**config.mk**
```make
export PLATFORM = sky130hd
export DESIGN_NAME = bprc_ctrl
export DESIGN_NICKNAME = d
export VERILOG_FILES = /design/src/verilog/bprc_pkg.sv /design/src/verilog/bprc_press_if.sv /design/src/verilog/bprc_ctrl.sv /design/src/verilog/bprc_press_timer.sv
export SDC_FILE = /design/constraint.sdc
export NUM_CORES = 1
export LEC_CHECK = 0
export ABC_AREA = 1
export BUFFER_PORTS_ARGS = -buffer_cell sky130_fd_sc_hd__buf_2
export CORE_ASPECT_RATIO = 0.8
export CORE_MARGIN = 2
export CORE_UTILIZATION = 64
export CTS_BUF_LIST = sky130_fd_sc_hd__clkbuf_8
export DETAILED_ROUTE_END_ITERATION = 10
export HOLD_SLACK_MARGIN = 0.06
export PLACE_DENSITY_LB_ADDON = 0.05
export SYNTH_ARGS = -nofsm -noshare
export SYNTH_HDL_FRONTEND = slang
export SYNTH_SLANG_ARGS = --single-unit
```
**constraint.sdc**
```tcl
create_clock -name clk -period 4 [get_ports clk]
set_clock_uncertainty 0.2 [all_clocks]
set_input_delay 0.2 -clock clk [delete_from_list [all_inputs] [get_ports clk]]
set_output_delay 0.2 -clock clk [all_outputs]
set_load 0.05 [all_outputs]
```
**src/verilog/bprc_pkg.sv**
```systemverilog
// Package for the push button preset and reset controller.
// Assumes a 250 MHz system clock; all counts are derived from it.
`default_nettype none
package bprc_pkg;
   // ****************************************************************
   // Timing.
   // ****************************************************************
   localparam int unsigned CLK_MHZ = 250;
   localparam int unsigned MODE_WINDOW_S = 60;
   localparam int unsigned PRESS_MIN_S = 3;
   localparam int unsigned PRESS_MAX_S = 5;
   localparam int unsigned BLINK_HALF_MS = 250;
   localparam longint unsigned CYC_PER_S = 64'(CLK_MHZ) * 64'hF4240;
   localparam longint unsigned MODE_WINDOW_CYC = CYC_PER_S * MODE_WINDOW_S;
   localparam longint unsigned PRESS_MIN_CYC = CYC_PER_S * PRESS_MIN_S;
   localparam longint unsigned PRESS_MAX_CYC = CYC_PER_S * PRESS_MAX_S;
   localparam longint unsigned BLINK_HALF_CYC = 64'(CLK_MHZ) * 64'h3E8 * BLINK_HALF_MS;

   // ****************************************************************
   // Widths and values.
   // ****************************************************************
   localparam int unsigned CNT_W = 36;
   localparam int unsigned POS_W = 32;
   localparam logic [31:0] PRESET_RST = 32'h00000000;
   localparam logic [23:0] NET_PREFIX = 24'hC0A801;
   localparam logic [1:0] CFG_STATIC = 2'h0;
   localparam logic [1:0] CFG_DHCP = 2'h2;

   // Press tracker states.
   typedef enum logic [1:0] {BPRC_IDLE, BPRC_HELD, BPRC_OVER} bprc_state_t;
endpackage : bprc_pkg
`default_nettype wire

```
**src/verilog/bprc_press_if.sv**
```systemverilog
// Interface carrying a finished press from the timer to the controller.
// Assumes a single clock domain.
`timescale 1ns/1ps
`default_nettype none
interface bprc_press_if;
   logic valid_done;
   logic in_window;
   logic held;
   modport timer (output valid_done, output in_window, output held);
   modport ctrl (input valid_done, input in_window, input held);
endinterface : bprc_press_if
`default_nettype wire

```
**src/verilog/bprc_ctrl.sv**
```systemverilog
// Push button preset/reset controller with rotary switch address.
// Assumes a debounced synchronous button and static switch inputs.
`timescale 1ns/1ps
`default_nettype none
module bprc_ctrl #(
   parameter longint unsigned MODE_CYC = bprc_pkg::MODE_WINDOW_CYC,
   parameter longint unsigned MIN_CYC = bprc_pkg::PRESS_MIN_CYC,
   parameter longint unsigned MAX_CYC = bprc_pkg::PRESS_MAX_CYC,
   parameter longint unsigned BLINK_CYC = bprc_pkg::BLINK_HALF_CYC
) (
   // Clock and reset.
   input wire logic clk,
   input wire logic nrst,
   // Button and rotary switches.
   input wire logic button,
   input wire logic [3:0] sw_hi,
   input wire logic [3:0] sw_lo,
   // Preset value storage, written by configuration.
   input wire logic preset_wr,
   input wire logic [31:0] preset_wdata,
   // Stored address configuration when switches are zero.
   input wire logic [1:0] stored_cfg_method,
   input wire logic [31:0] stored_ip,
   // Actions.
   output logic factory_reset,
   output logic preset_load,
   output logic [31:0] preset_pos,
   // Address.
   output logic [31:0] ip_addr,
   output logic [1:0] cfg_method,
   output logic ip_from_switch,
   // LEDs.
   output logic led_red,
   output logic led_green
);
   // ****************************************************************
   // Press timing.
   // ****************************************************************
   bprc_press_if pr ();

   bprc_press_timer #(.MODE_CYC(MODE_CYC), .MIN_CYC(MIN_CYC), .MAX_CYC(MAX_CYC)) u_tmr (
      .clk(clk),
      .nrst(nrst),
      .button(button),
      .pr(pr)
   );

   // ****************************************************************
   // Preset storage and actions.
   // ****************************************************************
   logic [31:0] preset_val_q;
   logic [bprc_pkg::CNT_W-1:0] blink_q;
   logic phase_q;
   logic [7:0] octet;
   logic cfg_dirty_q;
   logic [bprc_pkg::CNT_W-1:0] press_len_q;

   // Stored preset value; a factory reset puts it back to zero.
   always_ff @(posedge clk or negedge nrst)
   begin
      if (!nrst)
         preset_val_q <= bprc_pkg::PRESET_RST;
      else if (pr.valid_done && pr.in_window)
         preset_val_q <= bprc_pkg::PRESET_RST;
      else if (preset_wr)
         preset_val_q <= preset_wdata;
   end

   // Mode sampled at the valid release selects reset or preset.
   always_ff @(posedge clk or negedge nrst)
   begin
      if (!nrst)
      begin
         factory_reset <= 1'b0;
         preset_load <= 1'b0;
         preset_pos <= '0;
      end
      else
      begin
         factory_reset <= pr.valid_done && pr.in_window;
         preset_load <= pr.valid_done && !pr.in_window;
         if (pr.valid_done && !pr.in_window)
            preset_pos <= preset_val_q;
      end
   end

   // Stored network settings are ignored once a factory reset happened.
   always_ff @(posedge clk or negedge nrst)
   begin
      if (!nrst)
         cfg_dirty_q <= 1'b1;
      else if (pr.valid_done && pr.in_window)
         cfg_dirty_q <= 1'b0;
   end

   // ****************************************************************
   // Address selection.
   // ****************************************************************
   // Switch one is the upper digit of the last octet.
   assign octet = {sw_hi, sw_lo};

   // Switch address wins unless both digits are zero.
   always_ff @(posedge clk or negedge nrst)
   begin
      if (!nrst)
      begin
         ip_addr <= '0;
         cfg_method <= bprc_pkg::CFG_DHCP;
         ip_from_switch <= 1'b0;
      end
      else if (octet != 8'h00)
      begin
         ip_addr <= {bprc_pkg::NET_PREFIX, octet};
         cfg_method <= bprc_pkg::CFG_STATIC;
         ip_from_switch <= 1'b1;
      end
      else
      begin
         ip_addr <= cfg_dirty_q ? stored_ip : 32'h00000000;
         cfg_method <= cfg_dirty_q ? stored_cfg_method : bprc_pkg::CFG_DHCP;
         ip_from_switch <= 1'b0;
      end
   end

   // ****************************************************************
   // LED blinking.
   // ****************************************************************
   // Blink phase counter runs only while the button is held.
   always_ff @(posedge clk or negedge nrst)
   begin
      if (!nrst)
      begin
         blink_q <= '0;
         phase_q <= 1'b0;
      end
      else if (!button)
      begin
         blink_q <= '0;
         phase_q <= 1'b0;
      end
      else if (blink_q >= bprc_pkg::CNT_W'(BLINK_CYC - 1))
      begin
         blink_q <= '0;
         phase_q <= !phase_q;
      end
      else
         blink_q <= blink_q + 1'b1;
   end

   // Red while held outside the valid span, green once release would be valid.
   always_ff @(posedge clk or negedge nrst)
   begin
      if (!nrst)
      begin
         led_red <= 1'b0;
         led_green <= 1'b0;
      end
      else
      begin
         led_red <= button && !pr.held && !phase_q;
         led_green <= button && pr.held && !phase_q;
      end
   end

   // Independent count of the current press, used only by the checks below.
   always_ff @(posedge clk or negedge nrst)
   begin
      if (!nrst)
         press_len_q <= '0;
      else if (!button)
         press_len_q <= '0;
      else if (press_len_q != '1)
         press_len_q <= press_len_q + 1'b1;
   end
endmodule : bprc_ctrl
`default_nettype wire

```
**src/verilog/bprc_press_timer.sv**
```systemverilog
// Press duration and power-on window timer.
// Assumes the button input is already debounced and synchronous.
`timescale 1ns/1ps
`default_nettype none
module bprc_press_timer #(
   parameter longint unsigned MODE_CYC = bprc_pkg::MODE_WINDOW_CYC,
   parameter longint unsigned MIN_CYC = bprc_pkg::PRESS_MIN_CYC,
   parameter longint unsigned MAX_CYC = bprc_pkg::PRESS_MAX_CYC
) (
   // Clock and reset.
   input wire logic clk,
   input wire logic nrst,
   // Button level, high while pressed.
   input wire logic button,
   // Press results.
   bprc_press_if.timer pr
);
   logic [bprc_pkg::CNT_W-1:0] up_q;
   logic [bprc_pkg::CNT_W-1:0] hold_q;
   bprc_pkg::bprc_state_t st_q;
   logic ok_len;

   // Power-on counter saturates at the window end.
   always_ff @(posedge clk or negedge nrst)
   begin
      if (!nrst)
         up_q <= '0;
      else if (up_q < bprc_pkg::CNT_W'(MODE_CYC))
         up_q <= up_q + 1'b1;
   end

   // Press tracker; a press held beyond the maximum is dropped.
   always_ff @(posedge clk or negedge nrst)
   begin
      if (!nrst)
      begin
         st_q <= bprc_pkg::BPRC_IDLE;
         hold_q <= '0;
      end
      else
      begin
         case (st_q)
            bprc_pkg::BPRC_IDLE:
            begin
               hold_q <= '0;
               if (button)
                  st_q <= bprc_pkg::BPRC_HELD;
            end
            bprc_pkg::BPRC_HELD:
            begin
               if (!button)
                  st_q <= bprc_pkg::BPRC_IDLE;
               else if (hold_q >= bprc_pkg::CNT_W'(MAX_CYC))
                  st_q <= bprc_pkg::BPRC_OVER;
               else
                  hold_q <= hold_q + 1'b1;
            end
            bprc_pkg::BPRC_OVER:
               if (!button)
                  st_q <= bprc_pkg::BPRC_IDLE;
            default:
               st_q <= bprc_pkg::BPRC_IDLE;
         endcase
      end
   end

   // Release is valid only inside the 3 to 5 second span.
   assign ok_len = (hold_q >= bprc_pkg::CNT_W'(MIN_CYC)) && (hold_q <= bprc_pkg::CNT_W'(MAX_CYC));
   assign pr.held = (st_q == bprc_pkg::BPRC_HELD) && ok_len;
   assign pr.valid_done = (st_q == bprc_pkg::BPRC_HELD) && !button && ok_len;
   assign pr.in_window = up_q < bprc_pkg::CNT_W'(MODE_CYC);
endmodule : bprc_press_timer
`default_nettype wire
```
Yosys cells after proc, flatten, opt, wreduce, memory -nomap -nowiden. Index checks and enable logic that the tools add are counted.

Register bits: 215. Bits of input ports: 78. Word-level logic and storage cells: 70.

Reductions and logical operators: 20. $add $sub $neg: 3. Equality and inequality tests: 8. Magnitude comparators: 5. Multiplexer cells: 19.

Operator list (count): 36-bit 2-to-1 mux (4); 32-bit 2-to-1 mux (4); 36-bit by 1-bit adder with 36-bit output, second input constant (3); 36-bit one-hot mux with 2 select lines (1); 36-bit by 26-bit >= comparator with 1-bit output, second input constant (1); 36-bit by 30-bit >= comparator with 1-bit output, second input constant (1); 36-bit by 31-bit >= comparator with 1-bit output, second input constant (1); 36-bit by 31-bit less-or-equal comparator with 1-bit output, second input constant (1); 36-bit by 34-bit < comparator with 1-bit output, second input constant (1); 2-bit 2-to-1 mux (6); 1-bit logical AND (10); 2-bit inequality test, second input constant (4); 8-bit nonzero test (1); 2-bit one-hot mux with 3 select lines (1); 3-bit AND reduction (2); 1-bit logical NOT (4); 2-bit nonzero test (2); 1-bit 2-to-1 mux (3); 3-bit by 2-bit inequality test with 1-bit output, second input constant (1); 2-bit by 1-bit == test with 1-bit output, second input constant (1); 2-bit == test, second input constant (1); 2-bit logical NOT (1); 2-bit by 1-bit inequality test with 1-bit output, second input constant (1).

Longest topological paths before layout. Gate-level depths: netlist of the first run.

Word-level depth: 6. Gate-level depth with buffers: 13. Gate-level depth less buffers: 11.

Hierarchy. A second synthesis of the first run with hierarchy kept.

Cell total of the unflattened synthesis: 1411. Area, all modules: 10880.4 sq um.

Modules (own cells, without submodules): bprc_ctrl (seq. area each 3530.9 sq um, area each 5684.2 sq um, times used 1, cells an instance 609); bprc_press_timer (seq. area each 1851.8 sq um, area each 5196.2 sq um, times used 1, cells an instance 802).

Least setup slack after synthesis of the first run. No wires, ideal clock.

Path kind: reg2reg. Start point: register u_tmr.hold_q[16] (netlist name). End point: register preset_pos[10]. Library setup time: 0.119 ns. Path slack: 2.131 ns. Data arrival time: 1.551 ns. Period minus slack after synthesis: 1.869 ns. Stages on the path, launching flop included: 12. Data required time: 3.681 ns. Cells stage by stage: dfrtp_1 buf_2 nand2_2 and3_1 nand2_1 nand2_1 nand3_2 nand2_1 nand4_2 buf_6 nand2_1 nand2_1.

Word-level cells in the longest chain between the ends: 4. Elaborated cells on any way between the ends: 5. Those cells by class: order compare (2); reduce/logical (3).

RTL lines: start, declared (line bprc_press_timer.sv:19) `logic [bprc_pkg::CNT_W-1:0] hold_q;`; start signal, assigned (line bprc_press_timer.sv:56) `hold_q <= hold_q + 1'b1;`; 36-bit by 30-bit >= comparator with 1-bit output or 36-bit by 31-bit less-or-equal comparator with 1-bit output (tied branches) (line bprc_press_timer.sv:68) `assign ok_len = (hold_q >= bprc_pkg::CNT_W'(MIN_CYC)) && (hold_q <= bprc_pkg::CNT_W'(MAX_CYC));`; 1-bit logical AND (*) (line bprc_press_timer.sv:68); 1-bit logical AND (*) (line bprc_press_timer.sv:70) `assign pr.valid_done = (st_q == bprc_pkg::BPRC_HELD) && !button && ok_len;`; 1-bit logical AND (*) (line bprc_ctrl.sv:82) `if (pr.valid_done && !pr.in_window)`; end signal, assigned (line bprc_ctrl.sv:83) `preset_pos <= preset_val_q;`; end, declared (line bprc_ctrl.sv:27) `output logic [31:0] preset_pos,`.

Mark *: on every way between the ends. The rest lies on a longest branch, timed or not. A chain may end at the register's enable or synchronous reset.

Worst setup path in the final report of the first run.
Start point: register u_tmr.hold_q[34] (netlist name). End point: register preset_val_q[15].

Word-level cells in the longest chain between the ends: 5. Elaborated cells on any way between the ends: 7. Those cells by class: order compare (2); mux (1); reduce/logical (4).

RTL lines: 36-bit by 30-bit >= comparator with 1-bit output or 36-bit by 31-bit less-or-equal comparator with 1-bit output (tied branches) (line bprc_press_timer.sv:68); 1-bit logical AND (*) (line bprc_press_timer.sv:68); 1-bit logical AND (*) (line bprc_press_timer.sv:70); 1-bit logical AND (*) (line bprc_ctrl.sv:63) `else if (pr.valid_done && pr.in_window)`; 32-bit 2-to-1 mux or 2-bit nonzero test (tied branches); end signal, assigned (line bprc_ctrl.sv:62) `preset_val_q <= bprc_pkg::PRESET_RST;`; end signal, assigned (line bprc_ctrl.sv:64) `preset_val_q <= bprc_pkg::PRESET_RST;`; end signal, assigned (line bprc_ctrl.sv:66) `preset_val_q <= preset_wdata;`; end, declared (line bprc_ctrl.sv:51) `logic [31:0] preset_val_q;`.

Marks and branches as above.

==> out/qor.yml, run 1 <==
htree_num_levels: 2
final_count_of_pins_violating_max_slew: 0
ys.warnings.count: 0
initial_utilization_pct: 65.1
route.final.wire_length_um: 30800
chipHeight_um: 120
worstSetupPathType: "flip-flop to flip-flop"
p_leak_nw: 6.54
grt_start_max_net_pins: 123
synthXorXnorAreaFrac_pct: 4.56
grt_antenna_before_repair: 0
busiest_layer: "met2"
final_min_period_over_clock_period_pct: 71.8
timing.critical_path.from: "u_tmr.hold_q[34]"
placedInstanceArea_mm2: 0.0116
final_std_cells_w_o_fill: 1800
drt_first_pass_iters: 5
timing.critical_path.max_delay_family: "simple AND/OR/NAND/NOR gates"
cp.arrival_ps: 3100
share_of_cells_above_drive_strength_1_pct: 18.7
synth_top_family_by_area: "simple AND/OR/NAND/NOR gates"
tritoncts.num_buffers: 35
totalNegativeSetupSlack_ps: 0
global_route.usage.met3_pct: 8.78
netlist_instances: 1313
synth.distinct_cells: 44
first_global_vias: 10000
clk_transition_reported_paths_ps: 70
final_net_count: 1636
post_synthesis_compound_gate_area_fraction_pct: 4.38
globalRoute.totalOverflow: 0
die_area_mm2: 0.0178
report.power.total_mw: 4.56
floorplan.io_pins: 149
global_route.usage.met2_pct: 56.2
core-area_mm2: 0.0165
critPathMaxStageDelay_ps: 460
muxShareOfSynthArea_pct: 3.35
crit_buf_inv: 3
tritoncts: "yes"
power-per-cell-area_mw_per_mm2: 346
route.vias.total: 9863
post_synth_simple_gate_area_pct: 29.4
timing.critical_path.slowest_stage_cell: "sky130_fd_sc_hd__nand3_4"
synth-adder-area-share_pct: 0.466
grt_util_met1_pct: 47.2
post-place-cells: 1655
row_count: 42
antennaDiodeCount: 0
rsz0062_at_grt: "false"
syn_to_final_growth_pct: 22.6
io_buffer_count: 148
cts-resized-gates: 0
die-width_um: 149
hold_viol: 0
synth_area_mm2: 0.0107
clockBufferDepth: 3
synthDominantAreaCellType: "sky130_fd_sc_hd__dfrtp_1"
worst_case_headroom_to_the_max_slew_limit_pct: 39.2
postLayoutCoreUtil_pct: 79.8
synthArstFlopShare_pct: 100
timing.final.setup_violations: 0
avgViaCountPerCell: 5.48
worstHoldPathType: "primary input to asynchronous set/reset pin"
fmax_mhz: 348
cts_sinks: 215
netlist_top_cells_area: "sky130_fd_sc_hd__dfrtp_1 (50%), sky130_fd_sc_hd__nand2_1 (12%), sky130_fd_sc_hd__nor2_1 (6.4%), sky130_fd_sc_hd__inv_1 (4.9%), sky130_fd_sc_hd__xor2_1 (3.5%)"
synthFlopType: "sky130_fd_sc_hd__dfrtp_1"
cp_cell_sequence: "inv_1, nand2_1, nor2_1, nand3_1, nor2_1, a21oi_1, a21oi_4, buf_4, nand3_4, nand2_1, inv_1"
place.detailed.hpwl_um: 18800
clock_insertion_delay_worst_skew_ps: 550
antenna_violating_nets_post_route: 0
synth.yosys.seq_area_share_pct: 50.1
track_usage_pct: 35.6
synth.ff_latch_count: 215
rr_startpoint: "u_tmr.hold_q[34]"
final_design_area_no_fill_mm2: 0.0132
critPathLaunchType: "flip-flop"
worst_ep_required_time_ps: 4220
max-cap-violations: 0
synth_edf_count: 0
gpl.final_weighted_congestion: 0.942
worst_pin_slew_ps: 912
endpoint_kind: "flip-flop"
period_needed_ps: 2870
outcome: "completed"
drt-wirelength-per-cell_um: 17.1
cts_root_buf: "sky130_fd_sc_hd__clkbuf_8"
critPathMaxFanout: 33
synth_area_per_cell_um2: 8.18
first_iter_violations: 851
grt_first_pass_wirelength_um: 50200
ir_worst_vdd_mv: 0.281
detail_route.drc_violations: 0
synth_top_cell_area_share_pct: 49.6
## through the flow
step                      setup slack (ps)  hold slack (ps)
after global routing                   943              185
after floorplan                       2130             -296
after global placement                1330              154
after CTS                             1240              174
final                                 1130              137
after detailed placement              1290              149
## cells in the final DEF (no fill, tap or decap), types with 2 or more instances in the layout
master                          count
sky130_fd_sc_hd__nand2_1          333
sky130_fd_sc_hd__dfrtp_1          213
sky130_fd_sc_hd__nor2_1           182
sky130_fd_sc_hd__inv_1            153
sky130_fd_sc_hd__buf_2            147
sky130_fd_sc_hd__dlygate4sd3_1     82
sky130_fd_sc_hd__nand3_1           66
sky130_fd_sc_hd__nand4_1           54
sky130_fd_sc_hd__nor3_1            48
sky130_fd_sc_hd__xor2_1            43
sky130_fd_sc_hd__clkbuf_8          43
sky130_fd_sc_hd__o21ai_0           42
sky130_fd_sc_hd__mux2_2            32
sky130_fd_sc_hd__inv_2             18
sky130_fd_sc_hd__xnor2_1           13
sky130_fd_sc_hd__o21ai_1           13
sky130_fd_sc_hd__nand2_2           12
sky130_fd_sc_hd__a21oi_1           11
sky130_fd_sc_hd__conb_1            10
sky130_fd_sc_hd__a31o_2             8
sky130_fd_sc_hd__nor4_1             6
sky130_fd_sc_hd__buf_4              6
sky130_fd_sc_hd__clkinv_2           5
sky130_fd_sc_hd__ha_1               4
sky130_fd_sc_hd__nor3_2             3
sky130_fd_sc_hd__nor2_4             3
sky130_fd_sc_hd__nor2_2             3
sky130_fd_sc_hd__o21bai_1           2
sky130_fd_sc_hd__a31oi_1            2
sky130_fd_sc_hd__nor3b_1            2
sky130_fd_sc_hd__nand3_2            2
sky130_fd_sc_hd__nand4_2            2
sky130_fd_sc_hd__dfstp_2            2
## flip-flops by register name, indices dropped and copies added (netlist names), 2 cells and up
| signal | cells |
|---|---|
| blink_q | 36 |
| u_tmr.hold_q | 36 |
| u_tmr.up_q | 36 |
| ip_addr | 32 |
| preset_pos | 32 |
| preset_val_q | 32 |
| cfg_method | 2 |
| u_tmr.st_q | 2 |
## logic make-up after synthesis
kind of cell	count (synthesis)
and+or+nand+nor	722
AOI/OAI and AO/OA	82
adders and majority gates	4
muxes	32
DFF	215
xor gates and xnor gates	56
other	1
buffers and inverters	201
## synth_stat cells (2+ instances only)
cell type,number
sky130_fd_sc_hd__buf_2,16
sky130_fd_sc_hd__nor4_1,6
sky130_fd_sc_hd__nor3b_1,2
sky130_fd_sc_hd__dfstp_2,2
sky130_fd_sc_hd__nor2_2,2
sky130_fd_sc_hd__ha_1,4
sky130_fd_sc_hd__inv_2,18
sky130_fd_sc_hd__mux2_2,32
sky130_fd_sc_hd__a31o_2,8
sky130_fd_sc_hd__nand3_1,67
sky130_fd_sc_hd__xor2_1,43
sky130_fd_sc_hd__nor3_1,48
sky130_fd_sc_hd__nand4_2,2
sky130_fd_sc_hd__a31oi_1,2
sky130_fd_sc_hd__nor2_1,183
sky130_fd_sc_hd__inv_1,140
sky130_fd_sc_hd__o21ai_0,42
sky130_fd_sc_hd__nand4_1,54
sky130_fd_sc_hd__nor2_4,3
sky130_fd_sc_hd__clkbuf_1,16
sky130_fd_sc_hd__buf_6,6
sky130_fd_sc_hd__a21oi_1,11
sky130_fd_sc_hd__xnor2_1,13
sky130_fd_sc_hd__dfrtp_1,213
sky130_fd_sc_hd__nand2_2,12
sky130_fd_sc_hd__o21ai_1,13
sky130_fd_sc_hd__nand2_1,333
sky130_fd_sc_hd__buf_4,3
sky130_fd_sc_hd__nor3_2,3
sky130_fd_sc_hd__o21bai_1,2
## routing by layer
layer	share of wire (%)	up-vias
li1	-	4648
met1	42	4628
met2	46	481
met3	8.6	106
met4	4.4	0
met5	0	-
## where the power goes
group | switching [mW] | internal (mW)
clock network | 0.910 | 1.04
logic | 0.207 | 0.145
registers | 0.0308 | 2.22
total | 1.15 | 3.41
## timing repair
item	4_1_cts	5_1_grt
hold buffers	82	0
endpoints found under the hold margin	196	0
buffers inserted	0	0
## final timing paths
check	to	slack, ps	depth (start not counted)
worst max-delay path	preset_val_q[15]	1130	11
worst max register to register	preset_val_q[15]	1130	11
max in group asynchronous	preset_val_q[7]	2440	3
min in group clk	u_tmr.up_q[34]	170	0
worst min register to register	u_tmr.up_q[34]	170	0
worst min-delay path	blink_q[5]	140	2
## final cells by class
class                           instances  area [um2]
Tap cell                              220         275
Timing Repair Buffer                  237        1640
Sequential cell                       215        5380
Clock buffer                           43         592
Multi-Input combinational cell        906        4570
Clock inverter                         20         115
Fill cell                            1041        3330
Inverter                              159         597
(Power assumes the default switching activity.)
==> run 2: changes to the inputs <==
--- a/config.mk
+++ b/config.mk
@@ -5,11 +5,11 @@
 export SDC_FILE = /design/constraint.sdc
 export NUM_CORES = 1
 export LEC_CHECK = 0
-export ABC_AREA = 1
+export ABC_AREA = 0
 export BUFFER_PORTS_ARGS = -buffer_cell sky130_fd_sc_hd__buf_2
 export CORE_ASPECT_RATIO = 0.8
 export CORE_MARGIN = 2
-export CORE_UTILIZATION = 64
+export CORE_UTILIZATION = 53
 export CTS_BUF_LIST = sky130_fd_sc_hd__clkbuf_8
 export DETAILED_ROUTE_END_ITERATION = 10
 export HOLD_SLACK_MARGIN = 0.06
==> constraint.sdc (replaced) <==
create_clock -name clk -period 2.5 [get_ports clk]
set_clock_uncertainty 0.2 [all_clocks]
set_input_delay 0.125 -clock clk [delete_from_list [all_inputs] [get_ports clk]]
set_output_delay 0.125 -clock clk [all_outputs]
set_load 0.05 [all_outputs]
==> run 2 against run 1 <==
  * The flow now finishes with violations (negative setup slack)
  * Sequential power rose by 60%
  * Clock-buffer cell count rose by 4
  * Register-to-register slack got worse by 1200 ps
  * Via count fell by 25%
  * Final area fell by 3.4%
  * Worst setup slack got worse by 1200 ps
  * Sequential cell count did not move
  * Synthesized cell count fell by 38%
  * Global-route usage fell by 12 points
  * Core utilization fell by 6.4 points
  * Cell count fell by 23%
  * Wire length fell by 26%
==> out/qor.yml, run 2 <==
die_area_mm2: 0.0188  # +5.3%
place.detailed.hpwl_um: 13900  # -26%
rsz0062_at_grt: "true"
report.power.total_mw: 7.12  # +56%
htree_num_levels: 2  # unchanged
p_leak_nw: 6.20  # -5.2%
antenna_violating_nets_post_route: 0  # unchanged
endpoint_kind: "flip-flop"
synth.most_common_cell: "sky130_fd_sc_hd__dfrtp_1"
worstSetupPathType: "flip-flop to flip-flop"
synth.ff_latch_count: 215  # unchanged
core-area_mm2: 0.0173  # +5.0%
critPathMaxFanout: 8  # -76%
clk_transition_reported_paths_ps: 60  # about the same
floorplan.io_pins: 149  # unchanged
route.final.wire_length_um: 22700  # -26%
layout_commonest_cell: "sky130_fd_sc_hd__dfrtp_1"
cp.arrival_ps: 2740  # -360 ps
row_count: 43  # +2.4%
critPathMaxStageDelay_ps: 420  # -40 ps
synth_top_cell_area_share_pct: 56.8  # +7.2 points
clockBufferDepth: 3  # unchanged
synthDominantAreaCellType: "sky130_fd_sc_hd__dfrtp_1"
clock_insertion_delay_worst_skew_ps: 510  # -40 ps
route.vias.total: 7430  # -25%
die-width_um: 153  # +2.6%
fmax_mhz: 391  # +12%
grt_antenna_before_repair: 0  # unchanged
timing.rr.end: "preset_pos[22]"
netlist_top_cells_area: "sky130_fd_sc_hd__dfrtp_1 (57%), sky130_fd_sc_hd__mux2_4 (4.8%), sky130_fd_sc_hd__xnor2_1 (3.8%), sky130_fd_sc_hd__nor2_1 (3.6%), sky130_fd_sc_hd__mux2i_1 (3.4%)"
worstHoldPathType: "primary input to flip-flop"
timing.critical_path.slowest_stage_cell: "sky130_fd_sc_hd__dfrtp_1"
worst_case_headroom_to_the_max_slew_limit_pct: 55.5  # +16 points
drt-wirelength-per-cell_um: 16.3  # -4.7%
outcome: "finished with violations"
final_std_cells_w_o_fill: 1394  # -23%
worst_pin_slew_ps: 668  # -245 ps
synth_area_mm2: 0.00938  # -13%
period_needed_ps: 2560  # -317 ps
antennaDiodeCount: 0  # unchanged
final_min_period_over_clock_period_pct: 102  # +30 points
synth_commonest_cells: "sky130_fd_sc_hd__dfrtp_1 (213), sky130_fd_sc_hd__nor2_1 (89), sky130_fd_sc_hd__nand2_1 (49)"
first_global_vias: 7479  # -26%
whs_endpoint: "ip_addr[2]"
grt_start_max_net_pins: 62  # -50%
cp_cell_sequence: "nand4b_1, and4bb_2, nand4_1, nor3_4, o2111ai_4, clkbuf_16, mux2_4"
failed_checks: "negative setup slack"
final_count_of_pins_violating_max_slew: 0  # unchanged
io_buffer_count: 148  # unchanged
mostFrequentLayoutCells: "sky130_fd_sc_hd__dfrtp_1 (212), sky130_fd_sc_hd__buf_2 (147), sky130_fd_sc_hd__dlygate4sd3_1 (101), sky130_fd_sc_hd__nor2_1 (87), sky130_fd_sc_hd__buf_4 (61)"
syn_to_final_growth_pct: 35.6
fillCellCount: 1176  # +13%
detail_route.drc_violations: 0  # unchanged
setup.reg_to_reg.worst_slack_ps: -60  # -1180 ps
initial_utilization_pct: 54.2  # -11 points
share_of_cells_above_drive_strength_1_pct: 28.4  # +9.7 points
largest_registers: "blink_q (36), u_tmr.hold_q (36), u_tmr.up_q (36)"
synthFlopType: "sky130_fd_sc_hd__dfrtp_1"
final_net_count: 1226  # -25%
avgViaCountPerCell: 5.33  # -2.7%
reg2reg_depth: 7  # -4
synth.distinct_cells: 56  # +27%
worstHoldStart: "stored_ip[2]"
globalRoute.totalOverflow: 0  # unchanged
synth_area_per_cell_um2: 11.6  # +42%
first_iter_violations: 455  # -47%
critPathLaunchType: "flip-flop"
hold_viol: 0  # unchanged
gpl.final_weighted_congestion: 0.886  # -6.0%
drt_first_pass_iters: 5  # unchanged
cts_root_buf: "sky130_fd_sc_hd__clkbuf_8"
synth.yosys.seq_area_share_pct: 57.4  # +7.3 points
timing.final.setup_violations: 34  # +34
worst_ep_required_time_ps: 2680  # -1540 ps
ir_worst_vdd_mv: 0.370  # +32%
seq_area_mm2: 0.00538  # about the same
post-place-cells: 1220  # -26%
rr_startpoint: "u_tmr.hold_q[24]"
power-per-cell-area_mw_per_mm2: 559  # +62%
track_usage_pct: 23.8  # -12 points
hold_path_depth: 3
ys.warnings.count: 0  # unchanged
synth_edf_count: 0  # unchanged
grt_first_pass_wirelength_um: 36700  # -27%
max-cap-violations: 0  # unchanged
multiInputGateArea_mm2: 0.00390  # -15%
synthArstFlopShare_pct: 100  # unchanged
tritoncts.num_buffers: 37  # +5.7%
cts_sinks: 215  # unchanged
chipHeight_um: 123  # +2.6%
netlist_instances: 810  # -38%
tritoncts: "yes"
final.setup.worst_slack_ps: -55.4  # -1180 ps
[run 2: cell types whose count changed in the layout (fill, tap and decap cells not counted), moves of 32 or more]
cell / change
sky130_fd_sc_hd__nor2_1: -95
sky130_fd_sc_hd__nand2_1: -285
sky130_fd_sc_hd__buf_4: +55
sky130_fd_sc_hd__mux2i_1: +32
sky130_fd_sc_hd__nor3_1: -35
sky130_fd_sc_hd__inv_1: -130
[run 2: cell families after synthesis]
kind of cell / count (synthesis) / synth area share (%)
flops: 215 / 57.4
simple gates: 335 / 18.8
mux: 65 / 8.57
other cells: 1 / 0.0400
fa+ha+maj: 4 / 0.533
xor+xnor: 59 / 5.51
compound gates: 88 / 6.95
buf+inv: 43 / 2.21
[run 2: where the power goes]
part / leakage [nW] / internal (mW) / total [mW] / switching, mW
combinational: 2.96 / 0.240 / 0.473 / 0.233
sequential: 2.82 / 3.56 / 3.60 / 0.0426
clock: 0.423 / 1.68 / 3.04 / 1.36
[run 2: metal layers]
layer	up-vias	part of all wire [%]	GRT usage, %	routed length (um)
li1	3528	-	-	-
met1	3643	46	33.7	10500
met2	205	46	37.8	10600
met3	54	4.9	4.70	1100
met4	0	2.4	6.94	534
met5	-	0	0	0
[run 2: worst max-delay path by stage]
stage	startpoint	end	slack, ps	cells past startpoint
after floorplan	u_tmr.hold_q[20]	preset_pos[10]	80	8
after global placement	u_tmr.up_q[24]	preset_pos[31]	30	7
after detailed placement	u_tmr.hold_q[29]	preset_pos[14]	10	7
after CTS	u_tmr.hold_q[29]	preset_pos[29]	-8	7
after global routing	u_tmr.hold_q[24]	u_tmr.hold_q[29]	-150	7
final	u_tmr.hold_q[24]	preset_pos[22]	-60	7
[run 2: repair_timing]
item	in CTS	in global routing
gates cloned	0	2
endpoints found under the setup margin	3	92
pin swaps	0	6
setup buffers	0	6
hold buffers	102	0
resized for setup	0	21
hold endpoints to repair	289	0
[run 2: area by class of cell]
class	count	share of cell area [%]
clock inverter	17	0.570
tap	225	2.21
multi-input combinational	561	30.6
sequential	215	42.3
inverter	10	0.295
clock buffer	47	5.08
timing repair buffer	319	18.9
[run 2: through the flow]
| stage | util (%) | area, um2 | hold slack (ps) | setup slack, ps | setup TNS (ps) |
|---|---|---|---|---|---|
| CTS | 72.4 | 12500 | 119 | -7.65 | -16.0 |
| global placement | 62.3 | 10800 | -119 | 28.4 | 0 |
| detailed placement | 62.3 | 10800 | -115 | 13.1 | 0 |
| global route | 73.5 | 12700 | 144 | -148 | -4940 |
| floorplan | - | 9420 | -371 | 75.6 | 0 |
| finish | 73.5 | 12700 | 157 | -55.4 | -1310 |
[run 2: worst max-delay path: cells and delay by family, from the launching register on]
kind	cells	cell delay, ps
mux	1	300
compound gates	1	220
simple gates	4	1030
flops	1	420
buf+inv	1	260
